$ cat src/spm_cfg.svh
`ifndef SPM_CFG_SVH
`define SPM_CFG_SVH
// Contract
// - Ready irq needs enable, global flag, idle
// - No ready irq during EEPROM write, store
// - Small variant reads rww_busy as zero
// - Bit 5 always reads zero
// - rww_read_enable write clears page buffer
// - Load within three cycles returns lock/fuse
// - Page write stores buffer to addressed page
// - page_write_cmd clears on completion or timeout
// - CPU stalls during NO_READ_WHILE_WRITE_SECTION page write
// - Page erase erases addressed page
// - page_erase_cmd clears on completion or timeout
// - self_program_enable arms store four cycles
// - Plain store fills buffer word at pointer
// - Enable clears after store, timeout; holds busy
// - Only legal low-five-bit patterns take effect
// - Store programs only from boot section
// - Boot split follows boot_size_fuses
// - READ_WHILE_WRITE_SECTION-target operation lets CPU keep running
// - NO_READ_WHILE_WRITE_SECTION-target operation halts CPU
// - rww_busy set until software clears
// - Boot section lies inside NO_READ_WHILE_WRITE_SECTION section
// - Pointer 1 lock, 0 fuse low, 3 high
// - Programmed bits read zero, unprogrammed one
// - EEPROM write blocks programming, fuse reads
// - Operations timed 3.7 ms to 4.5 ms
`define CSR_INDEX      8'h37
`define CSR_BYTE_ADDR  8'hDC
`define BIT_IRQ_EN     7
`define BIT_RWW_BUSY   6
`define BIT_RESERVED   5
`define BIT_RWW_RE     4
`define BIT_LOCK_SEL   3
`define BIT_PG_WRITE   2
`define BIT_PG_ERASE   1
`define BIT_SELF_EN    0
`define CSR_RESET      8'h00
`define PAT_RWW_RE     5'b1_0001
`define PAT_LOCK_SEL   5'b0_1001
`define PAT_PG_WRITE   5'b0_0101
`define PAT_PG_ERASE   5'b0_0011
`define PAT_FILL       5'b0_0001
`define ARM_CYCLES     3'h4
`define LOAD_CYCLES    3'h3
`define CLK_MHZ        200
`define OP_MIN_US      3700
`define OP_MAX_US      4500
`define OP_US          4000
`define PAGE_WORDS     32
`define BOOT_START_0   13'h1C00
`define BOOT_START_1   13'h1E00
`define BOOT_START_2   13'h1F00
`define BOOT_START_3   13'h1F80
`define NO_READ_WHILE_WRITE_SECTION_START     13'h1C00
`define Z_LOCK         16'h0001
`define Z_FUSE_LO      16'h0000
`define Z_FUSE_HI      16'h0003
`define Z_FUSE_EXT     16'h0002
`endif

$ cat src/spm_pkg.sv
package spm_pkg;
	typedef enum logic [2:0] {
		ST_IDLE  = 3'b001,
		ST_ERASE = 3'b010,
		ST_WRITE = 3'b100
	} op_state_t;
	typedef struct packed {
		logic       stall;
		logic       read_while_write_section;
		logic [7:0] page;
	} op_desc_t;
endpackage

$ cat src/self_program_flash_control.sv
// Chosen here: the Avalon-MM interface to the registers.
`include "spm_cfg.svh"
module self_program_flash_control
	import spm_pkg::*;
#(
	parameter bit RWW_SUPPORT = 1'b1,
	parameter int OP_US       = `OP_US
) (
	// Clock and reset
	input  wire logic        I_CLK,
	input  wire logic        I_RSTN,
	// Avalon-MM slave
	input  wire logic [7:0]  I_AVS_ADDRESS,
	input  wire logic        I_AVS_READ,
	input  wire logic        I_AVS_WRITE,
	input  wire logic [31:0] I_AVS_WRITEDATA,
	input  wire logic [3:0]  I_AVS_BYTEENABLE,
	output logic      [31:0] O_AVS_READDATA,
	output logic             O_AVS_WAITREQUEST,
	// CPU core
	input  wire logic        I_SPM,
	input  wire logic        I_LPM,
	input  wire logic [15:0] I_ZPTR,
	input  wire logic [15:0] I_R1R0,
	input  wire logic [12:0] I_CPU_PC,
	input  wire logic        I_GLOBAL_IE,
	input  wire logic        I_EE_BUSY,
	output logic             O_CPU_STALL,
	output logic             O_IRQ,
	output logic             O_LPM_VALID,
	output logic      [7:0]  O_LPM_DATA,
	// Fuse pins, static straps
	input  wire logic [1:0]  I_BOOT_SIZE,
	input  wire logic [7:0]  I_LOCK_BITS,
	input  wire logic [7:0]  I_FUSE_LO,
	input  wire logic [7:0]  I_FUSE_HI,
	input  wire logic [7:0]  I_FUSE_EXT,
	// Flash array
	input  wire logic [4:0]  I_FLASH_BUF_IDX,
	output logic      [15:0] O_FLASH_BUF_DATA,
	output logic             O_FLASH_ERASE,
	output logic             O_FLASH_WRITE,
	output logic      [7:0]  O_FLASH_PAGE
);
	logic [1:0]  rst_sync_ff;
	logic        rst_n;
	logic [33:0] pin_s1_ff;
	logic [33:0] pin_s2_ff;
	logic [1:0]  boot_size;
	logic [7:0]  lock_bits;
	logic [7:0]  fuse_lo;
	logic [7:0]  fuse_hi;
	logic [7:0]  fuse_ext;
	logic        irq_en_ff;
	logic        rww_busy_ff;
	logic        rww_re_ff;
	logic        lock_sel_ff;
	logic        pg_write_ff;
	logic        pg_erase_ff;
	logic        self_en_ff;
	logic [2:0]  arm_ff;
	logic [2:0]  load_ff;
	op_state_t   state_ff;
	op_desc_t    op_ff;
	op_desc_t    nxt_op;
	logic        wait_ff;
	logic        hit;
	logic        wr_commit;
	logic [4:0]  wr_pat;
	logic        wr_legal;
	logic [7:0]  csr_val;
	logic        spm_ok;
	logic        in_boot;
	logic        lpm_fuse;
	logic        op_start;
	logic        op_done;
	logic        buf_wr;
	logic        buf_clear;
	logic        filling;
	logic [15:0] buf_rd;

	function automatic logic [12:0] boot_start(input logic [1:0] sz);
		if (sz == 2'b00)
			boot_start = `BOOT_START_0;
		else if (sz == 2'b01)
			boot_start = `BOOT_START_1;
		else if (sz == 2'b10)
			boot_start = `BOOT_START_2;
		else
			boot_start = `BOOT_START_3;
	endfunction

	function automatic logic is_no_read_while_write_section(input logic [12:0] wa);
		is_no_read_while_write_section = (wa >= `NO_READ_WHILE_WRITE_SECTION_START);
	endfunction

	// Reset release through two flops
	always_ff @(posedge I_CLK or negedge I_RSTN) begin
		if (!I_RSTN)
			rst_sync_ff <= 2'b00;
		else
			rst_sync_ff <= {rst_sync_ff[0], 1'b1};
	end
	assign rst_n = rst_sync_ff[1];

	// Fuse pins come from outside the clock domain
	always_ff @(posedge I_CLK or negedge rst_n) begin
		if (!rst_n) begin
			pin_s1_ff <= {34{1'b1}};
			pin_s2_ff <= {34{1'b1}};
		end else begin
			pin_s1_ff <= {I_BOOT_SIZE, I_LOCK_BITS, I_FUSE_LO, I_FUSE_HI, I_FUSE_EXT};
			pin_s2_ff <= pin_s1_ff;
		end
	end
	assign {boot_size, lock_bits, fuse_lo, fuse_hi, fuse_ext} = pin_s2_ff;

	// Bus decode
	assign hit       = (I_AVS_ADDRESS == `CSR_BYTE_ADDR);
	assign wr_commit = I_AVS_WRITE && !wait_ff && hit && I_AVS_BYTEENABLE[0];
	assign wr_pat    = I_AVS_WRITEDATA[4:0];
	// A new command is refused while one is armed or running
	assign wr_legal  = !self_en_ff && !I_EE_BUSY &&
		((wr_pat == `PAT_RWW_RE) || (wr_pat == `PAT_LOCK_SEL) ||
		 (wr_pat == `PAT_PG_WRITE) || (wr_pat == `PAT_PG_ERASE) ||
		 (wr_pat == `PAT_FILL));

	always_comb begin
		csr_val                = `CSR_RESET;
		csr_val[`BIT_IRQ_EN]   = irq_en_ff;
		csr_val[`BIT_RWW_BUSY] = RWW_SUPPORT && rww_busy_ff;
		csr_val[`BIT_RESERVED] = 1'b0;
		csr_val[`BIT_RWW_RE]   = rww_re_ff;
		csr_val[`BIT_LOCK_SEL] = lock_sel_ff;
		csr_val[`BIT_PG_WRITE] = pg_write_ff;
		csr_val[`BIT_PG_ERASE] = pg_erase_ff;
		csr_val[`BIT_SELF_EN]  = self_en_ff;
	end

	// One wait cycle, then the answer; writes land at that edge
	always_ff @(posedge I_CLK or negedge rst_n) begin
		if (!rst_n) begin
			wait_ff        <= 1'b1;
			O_AVS_READDATA <= 32'h0000_0000;
		end else if ((I_AVS_READ || I_AVS_WRITE) && wait_ff) begin
			wait_ff        <= 1'b0;
			O_AVS_READDATA <= hit ? {24'h00_0000, csr_val} : 32'h0000_0000;
		end else
			wait_ff <= 1'b1;
	end
	assign O_AVS_WAITREQUEST = wait_ff;

	// Store is honoured only from the boot section, which starts
	// at or above 13'h1C00 and so sits inside the NO_READ_WHILE_WRITE_SECTION part
	assign in_boot  = (I_CPU_PC >= boot_start(boot_size));
	assign spm_ok   = I_SPM && self_en_ff && (arm_ff != 3'h0) &&
		(state_ff == ST_IDLE) && in_boot && !I_EE_BUSY;
	assign lpm_fuse = I_LPM && lock_sel_ff && self_en_ff &&
		(load_ff != 3'h0) && !I_EE_BUSY;
	assign op_start = spm_ok && (pg_write_ff || pg_erase_ff);
	assign buf_wr   = spm_ok && !pg_write_ff && !pg_erase_ff &&
		!lock_sel_ff && !rww_re_ff;
	assign buf_clear = wr_commit && wr_legal && (wr_pat == `PAT_RWW_RE) && filling;

	always_comb begin
		nxt_op.page = I_ZPTR[13:6];
		nxt_op.read_while_write_section  = RWW_SUPPORT && !is_no_read_while_write_section(I_ZPTR[13:1]);
		nxt_op.stall = !nxt_op.read_while_write_section;
	end

	// Interrupt enable is plain storage, written on every committed register write
	always_ff @(posedge I_CLK or negedge rst_n) begin
		if (!rst_n)
			irq_en_ff <= 1'b0;
		else if (wr_commit)
			irq_en_ff <= I_AVS_WRITEDATA[`BIT_IRQ_EN];
	end

	// Command bits and the arming windows
	always_ff @(posedge I_CLK or negedge rst_n) begin
		if (!rst_n) begin
			self_en_ff  <= 1'b0;
			rww_re_ff   <= 1'b0;
			lock_sel_ff <= 1'b0;
			pg_write_ff <= 1'b0;
			pg_erase_ff <= 1'b0;
			arm_ff      <= '0;
			load_ff     <= '0;
		end else if (wr_commit && wr_legal) begin
			self_en_ff  <= 1'b1;
			rww_re_ff   <= wr_pat[`BIT_RWW_RE];
			lock_sel_ff <= wr_pat[`BIT_LOCK_SEL];
			pg_write_ff <= wr_pat[`BIT_PG_WRITE];
			pg_erase_ff <= wr_pat[`BIT_PG_ERASE];
			arm_ff      <= `ARM_CYCLES;
			load_ff     <= `LOAD_CYCLES;
		end else if (state_ff != ST_IDLE) begin
			if (op_done) begin
				self_en_ff  <= 1'b0;
				pg_write_ff <= 1'b0;
				pg_erase_ff <= 1'b0;
			end
		end else if (op_start) begin
			arm_ff  <= '0;
			load_ff <= '0;
		end else if (spm_ok || lpm_fuse || (arm_ff == 3'h1)) begin
			self_en_ff  <= 1'b0;
			rww_re_ff   <= 1'b0;
			lock_sel_ff <= 1'b0;
			pg_write_ff <= 1'b0;
			pg_erase_ff <= 1'b0;
			arm_ff      <= '0;
			load_ff     <= '0;
		end else begin
			if (arm_ff != 3'h0)
				arm_ff <= arm_ff - 3'h1;
			if (load_ff != 3'h0)
				load_ff <= load_ff - 3'h1;
		end
	end

	// Erase and write sequencing
	always_ff @(posedge I_CLK or negedge rst_n) begin
		if (!rst_n) begin
			state_ff <= ST_IDLE;
			op_ff    <= '0;
		end else begin
			case (state_ff)
				ST_IDLE: begin
					if (op_start) begin
						op_ff    <= nxt_op;
						state_ff <= pg_erase_ff ? ST_ERASE : ST_WRITE;
					end
				end
				ST_ERASE, ST_WRITE: begin
					if (op_done)
						state_ff <= ST_IDLE;
				end
				default: state_ff <= ST_IDLE;
			endcase
		end
	end

	// Flash-side outputs follow the running operation
	always_ff @(posedge I_CLK or negedge rst_n) begin
		if (!rst_n) begin
			O_FLASH_ERASE <= 1'b0;
			O_FLASH_WRITE <= 1'b0;
			O_FLASH_PAGE  <= '0;
			O_CPU_STALL   <= 1'b0;
		end else if (state_ff == ST_IDLE && op_start) begin
			O_FLASH_ERASE <= pg_erase_ff;
			O_FLASH_WRITE <= pg_write_ff;
			O_FLASH_PAGE  <= nxt_op.page;
			O_CPU_STALL   <= nxt_op.stall;
		end else if (op_done) begin
			O_FLASH_ERASE <= 1'b0;
			O_FLASH_WRITE <= 1'b0;
			O_CPU_STALL   <= 1'b0;
		end
	end

	// Busy stays after programming; only a re-enable store clears it
	always_ff @(posedge I_CLK or negedge rst_n) begin
		if (!rst_n)
			rww_busy_ff <= 1'b0;
		else if (!RWW_SUPPORT)
			rww_busy_ff <= 1'b0;
		else if (op_start && nxt_op.read_while_write_section)
			rww_busy_ff <= 1'b1;
		else if (spm_ok && rww_re_ff)
			rww_busy_ff <= 1'b0;
	end

	// Fuse and lock readback; pins already read 0 when programmed
	always_ff @(posedge I_CLK or negedge rst_n) begin
		if (!rst_n) begin
			O_LPM_VALID <= 1'b0;
			O_LPM_DATA  <= 8'hFF;
		end else begin
			O_LPM_VALID <= lpm_fuse;
			if (lpm_fuse) begin
				if (I_ZPTR == `Z_LOCK)
					O_LPM_DATA <= lock_bits;
				else if (I_ZPTR == `Z_FUSE_LO)
					O_LPM_DATA <= fuse_lo;
				else if (I_ZPTR == `Z_FUSE_HI)
					O_LPM_DATA <= fuse_hi;
				else if (I_ZPTR == `Z_FUSE_EXT)
					O_LPM_DATA <= fuse_ext;
				else
					O_LPM_DATA <= I_ZPTR[0] ? lock_bits : fuse_lo;
			end
		end
	end

	// Ready interrupt: level while idle, masked during any write
	always_ff @(posedge I_CLK or negedge rst_n) begin
		if (!rst_n)
			O_IRQ <= 1'b0;
		else
			O_IRQ <= irq_en_ff && I_GLOBAL_IE && !self_en_ff && !I_EE_BUSY;
	end

	page_buffer u_page_buffer (
		.i_clk     (I_CLK),
		.i_rst_n   (rst_n),
		.i_wr      (buf_wr),
		.i_wr_idx  (I_ZPTR[5:1]),
		.i_wr_data (I_R1R0),
		.i_clear   (buf_clear || (op_done && state_ff == ST_WRITE)),
		.i_rd_idx  (I_FLASH_BUF_IDX),
		.o_rd_data (buf_rd),
		.o_filling (filling)
	);
	assign O_FLASH_BUF_DATA = buf_rd;

	op_timer #(
		.OP_US (OP_US)
	) u_op_timer (
		.i_clk   (I_CLK),
		.i_rst_n (rst_n),
		.i_start (op_start),
		.o_done  (op_done)
	);
endmodule // self_program_flash_control

$ cat src/page_buffer.sv
`include "spm_cfg.svh"
module page_buffer
	import spm_pkg::*;
(
	// Clock and reset
	input  wire logic        i_clk,
	input  wire logic        i_rst_n,
	// Fill port
	input  wire logic        i_wr,
	input  wire logic [4:0]  i_wr_idx,
	input  wire logic [15:0] i_wr_data,
	input  wire logic        i_clear,
	// Drain port
	input  wire logic [4:0]  i_rd_idx,
	output logic      [15:0] o_rd_data,
	output logic             o_filling
);
	logic [15:0]              mem [`PAGE_WORDS];
	logic [`PAGE_WORDS-1:0]   valid_ff;
	// Erased flash reads all ones, so an empty slot does too
	always_ff @(posedge i_clk) begin
		if (i_wr)
			mem[i_wr_idx] <= i_wr_data;
	end
	always_ff @(posedge i_clk or negedge i_rst_n) begin
		if (!i_rst_n)
			valid_ff <= '0;
		else if (i_clear)
			valid_ff <= '0;
		else if (i_wr)
			valid_ff[i_wr_idx] <= 1'b1;
	end
	always_ff @(posedge i_clk or negedge i_rst_n) begin
		if (!i_rst_n)
			o_rd_data <= 16'hFFFF;
		else
			o_rd_data <= valid_ff[i_rd_idx] ? mem[i_rd_idx] : 16'hFFFF;
	end
	assign o_filling = |valid_ff;
endmodule // page_buffer

$ cat src/op_timer.sv
`include "spm_cfg.svh"
module op_timer
	import spm_pkg::*;
#(
	parameter int OP_US = `OP_US
) (
	// Clock and reset
	input  wire logic i_clk,
	input  wire logic i_rst_n,
	// Control
	input  wire logic i_start,
	output logic      o_done
);
	localparam int    TICK_CYC = `CLK_MHZ;
	logic [7:0]       div_ff;
	logic [12:0]      us_ff;
	logic             run_ff;
	logic             tick;
	// Microsecond enable from the core clock, no second clock
	assign tick = (div_ff == 8'(TICK_CYC - 1));
	always_ff @(posedge i_clk or negedge i_rst_n) begin
		if (!i_rst_n)
			div_ff <= '0;
		else if (i_start || tick)
			div_ff <= '0;
		else
			div_ff <= div_ff + 8'h01;
	end
	always_ff @(posedge i_clk or negedge i_rst_n) begin
		if (!i_rst_n) begin
			run_ff <= 1'b0;
			us_ff  <= '0;
			o_done <= 1'b0;
		end else begin
			o_done <= 1'b0;
			if (i_start) begin
				run_ff <= 1'b1;
				us_ff  <= '0;
			end else if (run_ff && tick) begin
				if (us_ff == 13'(OP_US - 1)) begin
					run_ff <= 1'b0;
					o_done <= 1'b1;
				end else
					us_ff <= us_ff + 13'h0001;
			end
		end
	end
endmodule // op_timer

$ cat config.mk
export PLATFORM = sky130hd
export DESIGN_NAME = self_program_flash_control
export DESIGN_NICKNAME = d
export VERILOG_FILES = /design/src/spm_pkg.sv /design/src/self_program_flash_control.sv /design/src/page_buffer.sv /design/src/op_timer.sv
export VERILOG_INCLUDE_DIRS = /design/src
export SDC_FILE = /design/constraint.sdc
export NUM_CORES = 1
export LEC_CHECK = 0
export ABC_CLOCK_PERIOD_IN_PS = 5150
export BUFFER_PORTS_ARGS = -buffer_cell sky130_fd_sc_hd__buf_4
export CAP_MARGIN = 5
export CORE_MARGIN = 3
export CORE_UTILIZATION = 54
export DETAILED_ROUTE_END_ITERATION = 7
export GPL_TIMING_DRIVEN = 0
export PLACE_DENSITY = 0.79
export SLEW_MARGIN = 20
export SYNTH_ARGS = -nofsm -noshare
export SYNTH_HDL_FRONTEND = slang
export SYNTH_HIERARCHICAL = 1
export SYNTH_SLANG_ARGS = --single-unit
$ cat constraint.sdc
create_clock -name I_CLK -period 5.15 [get_ports I_CLK]
set_input_delay 0.2575 -clock I_CLK [delete_from_list [all_inputs] [get_ports I_CLK]]
set_output_delay 0.2575 -clock I_CLK [all_outputs]
set_load 0.005 [all_outputs]
==> impl_table.tex <==
\begin{tabular}{lr}
\hline
Metric & Value \\
\hline
\multicolumn{2}{l}{\textbf{Run status}} \\
\quad Run status & completed \\
\multicolumn{2}{l}{\textbf{Job}} \\
\quad Max cap viols & 0 \\
\multicolumn{2}{l}{\textbf{Logic synthesis}} \\
\quad Most used flip-flop cell after synthesis & sky130\_fd\_sc\_hd\_\_edfxtp\_1 \\
\quad Number of synthesized flops with an enable pin & 512 \\
\quad Parity-gate share of the synthesized area counting xor and xnor cells & 0.3473\% \\
\quad Count of cell types in the netlist & 76 \\
\quad Adder-cell share of the synthesized area & 0.4916\% \\
\quad Mux contribution to synthesized area & 11.56\% \\
\quad Simple-gate share of the synthesized area & 6.359\% \\
\quad Synthesis warning total & 6 \\
\quad Fraction of synthesis flops using an asynchronous set or reset pin & 26.65\% \\
\quad Netlist area before placement & 27740 um\^{}2 \\
\quad Gate count of the mapped netlist & 1670 \\
\quad Complex-gate fraction of the synthesized area & 6.097\% \\
\quad Per-instance average area after synthesis & 16.61 um\^{}2 \\
\quad Combinational family with the most area after synthesis & multiplexers \\
\quad Count of state elements after synthesis & 698 \\
\quad Sequential element share of the synthesized area & 72.62\% \\
\multicolumn{2}{l}{\textbf{Floorplan}} \\
\quad Die Span X & 232.7 um \\
\quad Die H & 232.7 um \\
\quad Row cnt & 82 \\
\quad Effective utilization at floorplan & 54.96\% \\
\quad Die Area & 54130 um\^{}2 \\
\quad Ports & 206 \\
\quad Standard cell core area & 50480 um\^{}2 \\
\multicolumn{2}{l}{\textbf{Finish}} \\
\quad Final net count & 2145 \\
\quad Core occupancy in the finished layout & 65.87\% \\
\quad Antenna cell count & 0 \\
\quad Footprint of the multi-input gates & 7074 um\^{}2 \\
\quad Area of all placed cells without fillers & 33250 um\^{}2 \\
\quad Area occupied by registers & 20150 um\^{}2 \\
\quad Layout Area Growth over Synthesis & 19.84\% \\
\quad Share of post-route cells with drive strength above 1 & 29.14\% \\
\quad Fill cell count & 3348 \\
\multicolumn{2}{l}{\textbf{Placement}} \\
\quad Placer's final routability congestion estimate & 0.9512 \\
\quad Pre-CTS setup slack & 0.7951 ns \\
\quad Number of port buffers & 148 \\
\quad Hpwl dp & 44030 um \\
\quad Placed cell areas & 30340 um\^{}2 \\
\multicolumn{2}{l}{\textbf{Min path}} \\
\quad Class of the tightest hold or removal check & primary input to flop \\
\multicolumn{2}{l}{\textbf{Global route}} \\
\quad Global-route congestion overflow total & 0 \\
\quad Wire length of the first global-routing pass & 101000 um \\
\quad Overall routing resource usage & 25.11\% \\
\quad Number of global-route vias before repair & 16570 \\
\quad Number of antenna violations at the first check in global routing & 0 \\
\quad Maximum number of pins on one net before global-route repair & 53 \\
\multicolumn{2}{l}{\textbf{Route}} \\
\quad Number of vias per cell & 6.029 \\
\quad Final wirelength & 67280 um \\
\quad DR DRC count & 0 \\
\quad Final routed wire length divided by cell count & 24.70 um \\
\quad DRT iter0 DRCs & 1935 \\
\quad Router iterations before antenna repair & 6 \\
\quad Number of antenna-violating nets in the routed design & 0 \\
\quad Count of vias placed by the detailed router & 16420 \\
\multicolumn{2}{l}{\textbf{Clock tree}} \\
\quad Total clock buffers created by CTS & 69 \\
\quad Sinks on the clock net & 698 \\
\quad Level count of the clock H-tree & 3 \\
\quad Clock latency reported for the late side of the worst-skew pair & 0.60 ns \\
\quad Number of buffers on the longest clock path & 3 \\
\quad Post-cts sizing count & 0 \\
\quad Clock tree from TritonCTS & built \\
\quad Clock slew seen by the registers of the worst setup and hold paths & 0.06 ns \\
\quad Cell at the root of the clock tree & sky130\_fd\_sc\_hd\_\_clkbuf\_16 \\
\multicolumn{2}{l}{\textbf{Timing}} \\
\quad Final setup skew & 0.02622 ns \\
\quad Final Slew Violations & 0 \\
\quad Minimum period implied by the final worst setup slack & 4.445 ns \\
\quad Setup-failing EPs final & 0 \\
\quad Slew at the pin with the worst max-slew slack & 0.9718 ns \\
\quad RSZ-0062 raised after global routing & no \\
\quad Number of failing hold endpoints at the final stage & 0 \\
\quad Final setup TNS & 0 ns \\
\quad Final cycle utilization of the critical path & 86.31\% \\
\quad Highest clock rate & 0.2250 GHz \\
\quad Relative slew margins & 34.53\% \\
\quad Setup slack after layout & 0.7051 ns \\
\quad Post-Route Hold Slack & 0.09153 ns \\
\multicolumn{2}{l}{\textbf{Worst setup path}} \\
\quad Critical path data required time & 5.46 ns \\
\quad Kind of end point of the critical path & flop \\
\quad Critical path peak fanout & 10 \\
\quad Element type at the critical path start & flop \\
\quad Arrival time worst endpoint & 4.76 ns \\
\quad Path type of the worst setup path & flop to flop \\
\multicolumn{2}{l}{\textbf{Power}} \\
\quad Peak VDD IR & 0.2312 mV \\
\quad Power density cells & 375.8 nW/um\^{}2 \\
\quad Static leakage & 12.22 nW \\
\hline
\end{tabular}
==> state kept, by name, indices dropped and copies added, names as in the netlist, 2 cells and up <==
signal                   cells
load_ff                      3
O_LPM_DATA                   8
u_page_buffer/mem          512
u_op_timer/div_ff            8
pin_s2_ff                   34
O_AVS_READDATA               7
rst_sync_ff                  2
pin_s1_ff                   34
u_page_buffer/valid_ff      32
state_ff                     3
O_FLASH_PAGE                 8
arm_ff                       3
u_op_timer/us_ff            13
u_page_buffer/o_rd_data     16
==> stage by stage <==
| stage | instances | total power [W] |
|---|---|---|
| finish | 2724 | 0.01249 |
| global route | 2724 | 0.01291 |
| CTS | 2724 | 0.01256 |
| detailed placement | 2549 | 0.007341 |
| global placement | 2514 | 0.007287 |
| floorplan | 1694 | 0.006932 |
==> repair_timing <==
action / in CTS / in global routing
hold buffers: 51 / 0
setup buffers: 0 / 0
hold endpoints to repair: 50 / 0
==> power breakdown <==
part | switching (W) | leakage, nW | internal (W)
registers | 0.0000879 | 6.79 | 0.00621
clock network | 0.00206 | 1.17 | 0.00316
logic | 0.000547 | 4.26 | 0.000435
==> worst paths after layout <==
check                                    startpoint  cells past startpoint  slack [ns]                             endpoint
setup reg to reg            pin_s2_ff[33]$_DFF_PN1_                     11        0.71   u_page_buffer/mem[20][6]$_DFFE_PP_
min in group asynchronous  rst_sync_ff[1]$_DFF_PN0_                      0        0.28                O_LPM_VALID$_DFF_PN0_
max in group asynchronous  rst_sync_ff[1]$_DFF_PN0_                      2        3.88          O_AVS_WAITREQUEST$_DFF_PN1_
hold reg to reg            rst_sync_ff[1]$_DFF_PN0_                      0        0.28                O_LPM_VALID$_DFF_PN0_
hold / removal                           I_R1R0[15]                      1        0.09  u_page_buffer/mem[20][15]$_DFFE_PP_
setup / recovery            pin_s2_ff[33]$_DFF_PN1_                     11        0.71   u_page_buffer/mem[20][6]$_DFFE_PP_
==> cell usage after synthesis, drive strengths merged (20+ instances only) <==
cell type    n  share of area, %
dfstp       94               8.9
a22oi       39               1.1
nand2b      20              0.45
dfrtp       92               8.3
mux2        32               1.4
buf         63               1.7
edfxtp     512                55
or3         21              0.49
nor2       120               1.6
a21oi       62               1.1
mux4        68               5.5
o21ai       89               1.6
clkbuf      40              0.54
mux2i      130               4.7
a221oi      33               1.0
nand2       57              0.80
==> worst max-delay path: stages, from the launching register on <==
cell	delay (ns)
sky130_fd_sc_hd__dfstp_2	0.54
sky130_fd_sc_hd__nor2_1	0.05
sky130_fd_sc_hd__ha_1	0.29
sky130_fd_sc_hd__nor4b_1	0.28
sky130_fd_sc_hd__and4b_1	0.34
sky130_fd_sc_hd__o31ai_1	0.14
sky130_fd_sc_hd__buf_2	0.23
sky130_fd_sc_hd__nor4_1	0.55
sky130_fd_sc_hd__or3b_2	0.50
sky130_fd_sc_hd__clkbuf_1	0.33
sky130_fd_sc_hd__nor2_2	0.67
sky130_fd_sc_hd__buf_6	0.24
==> kinds of logic after synthesis <==
kind of cell               Yosys count
AOI/OAI and AO/OA                  265
other                                2
DFF                                698
xor gates and xnor gates            11
adders and majority gates           11
and+or+nand+nor                    332
muxes                              230
buffers and inverters              121
==> layer usage <==
layer	up-vias	global-route usage, %	routed length (um)
met1	8249	34.34	26340
met4	0	10.18	2801
met2	913	39.76	31760
li1	7102	-	-
met5	-	0	0
met3	158	5.326	6370
==> cells in the final DEF, fill, tap and decap left out, types with 39 or more instances in the layout <==
master	n
sky130_fd_sc_hd__nand2_1	56
sky130_fd_sc_hd__nor2_1	88
sky130_fd_sc_hd__a22oi_1	39
sky130_fd_sc_hd__buf_4	186
sky130_fd_sc_hd__mux2i_1	130
sky130_fd_sc_hd__dfstp_2	94
sky130_fd_sc_hd__dlygate4sd3_1	51
sky130_fd_sc_hd__clkbuf_16	72
sky130_fd_sc_hd__o21ai_0	82
sky130_fd_sc_hd__mux4_2	68
sky130_fd_sc_hd__clkbuf_1	50
sky130_fd_sc_hd__dfrtp_1	91
sky130_fd_sc_hd__edfxtp_1	512
sky130_fd_sc_hd__a21oi_1	62
==> final cells by class <==
class | count | share of cell area, %
clock buffers | 92 | 5.946
plain buffers | 103 | 1.882
well taps | 672 | 2.529
inverters | 18 | 0.2032
multi-input cells | 875 | 21.28
repair buffers | 234 | 6.277
clock inverters | 32 | 1.279
flip-flops and latches | 698 | 60.61
Note: power is estimated with default switching activity, not from simulation.
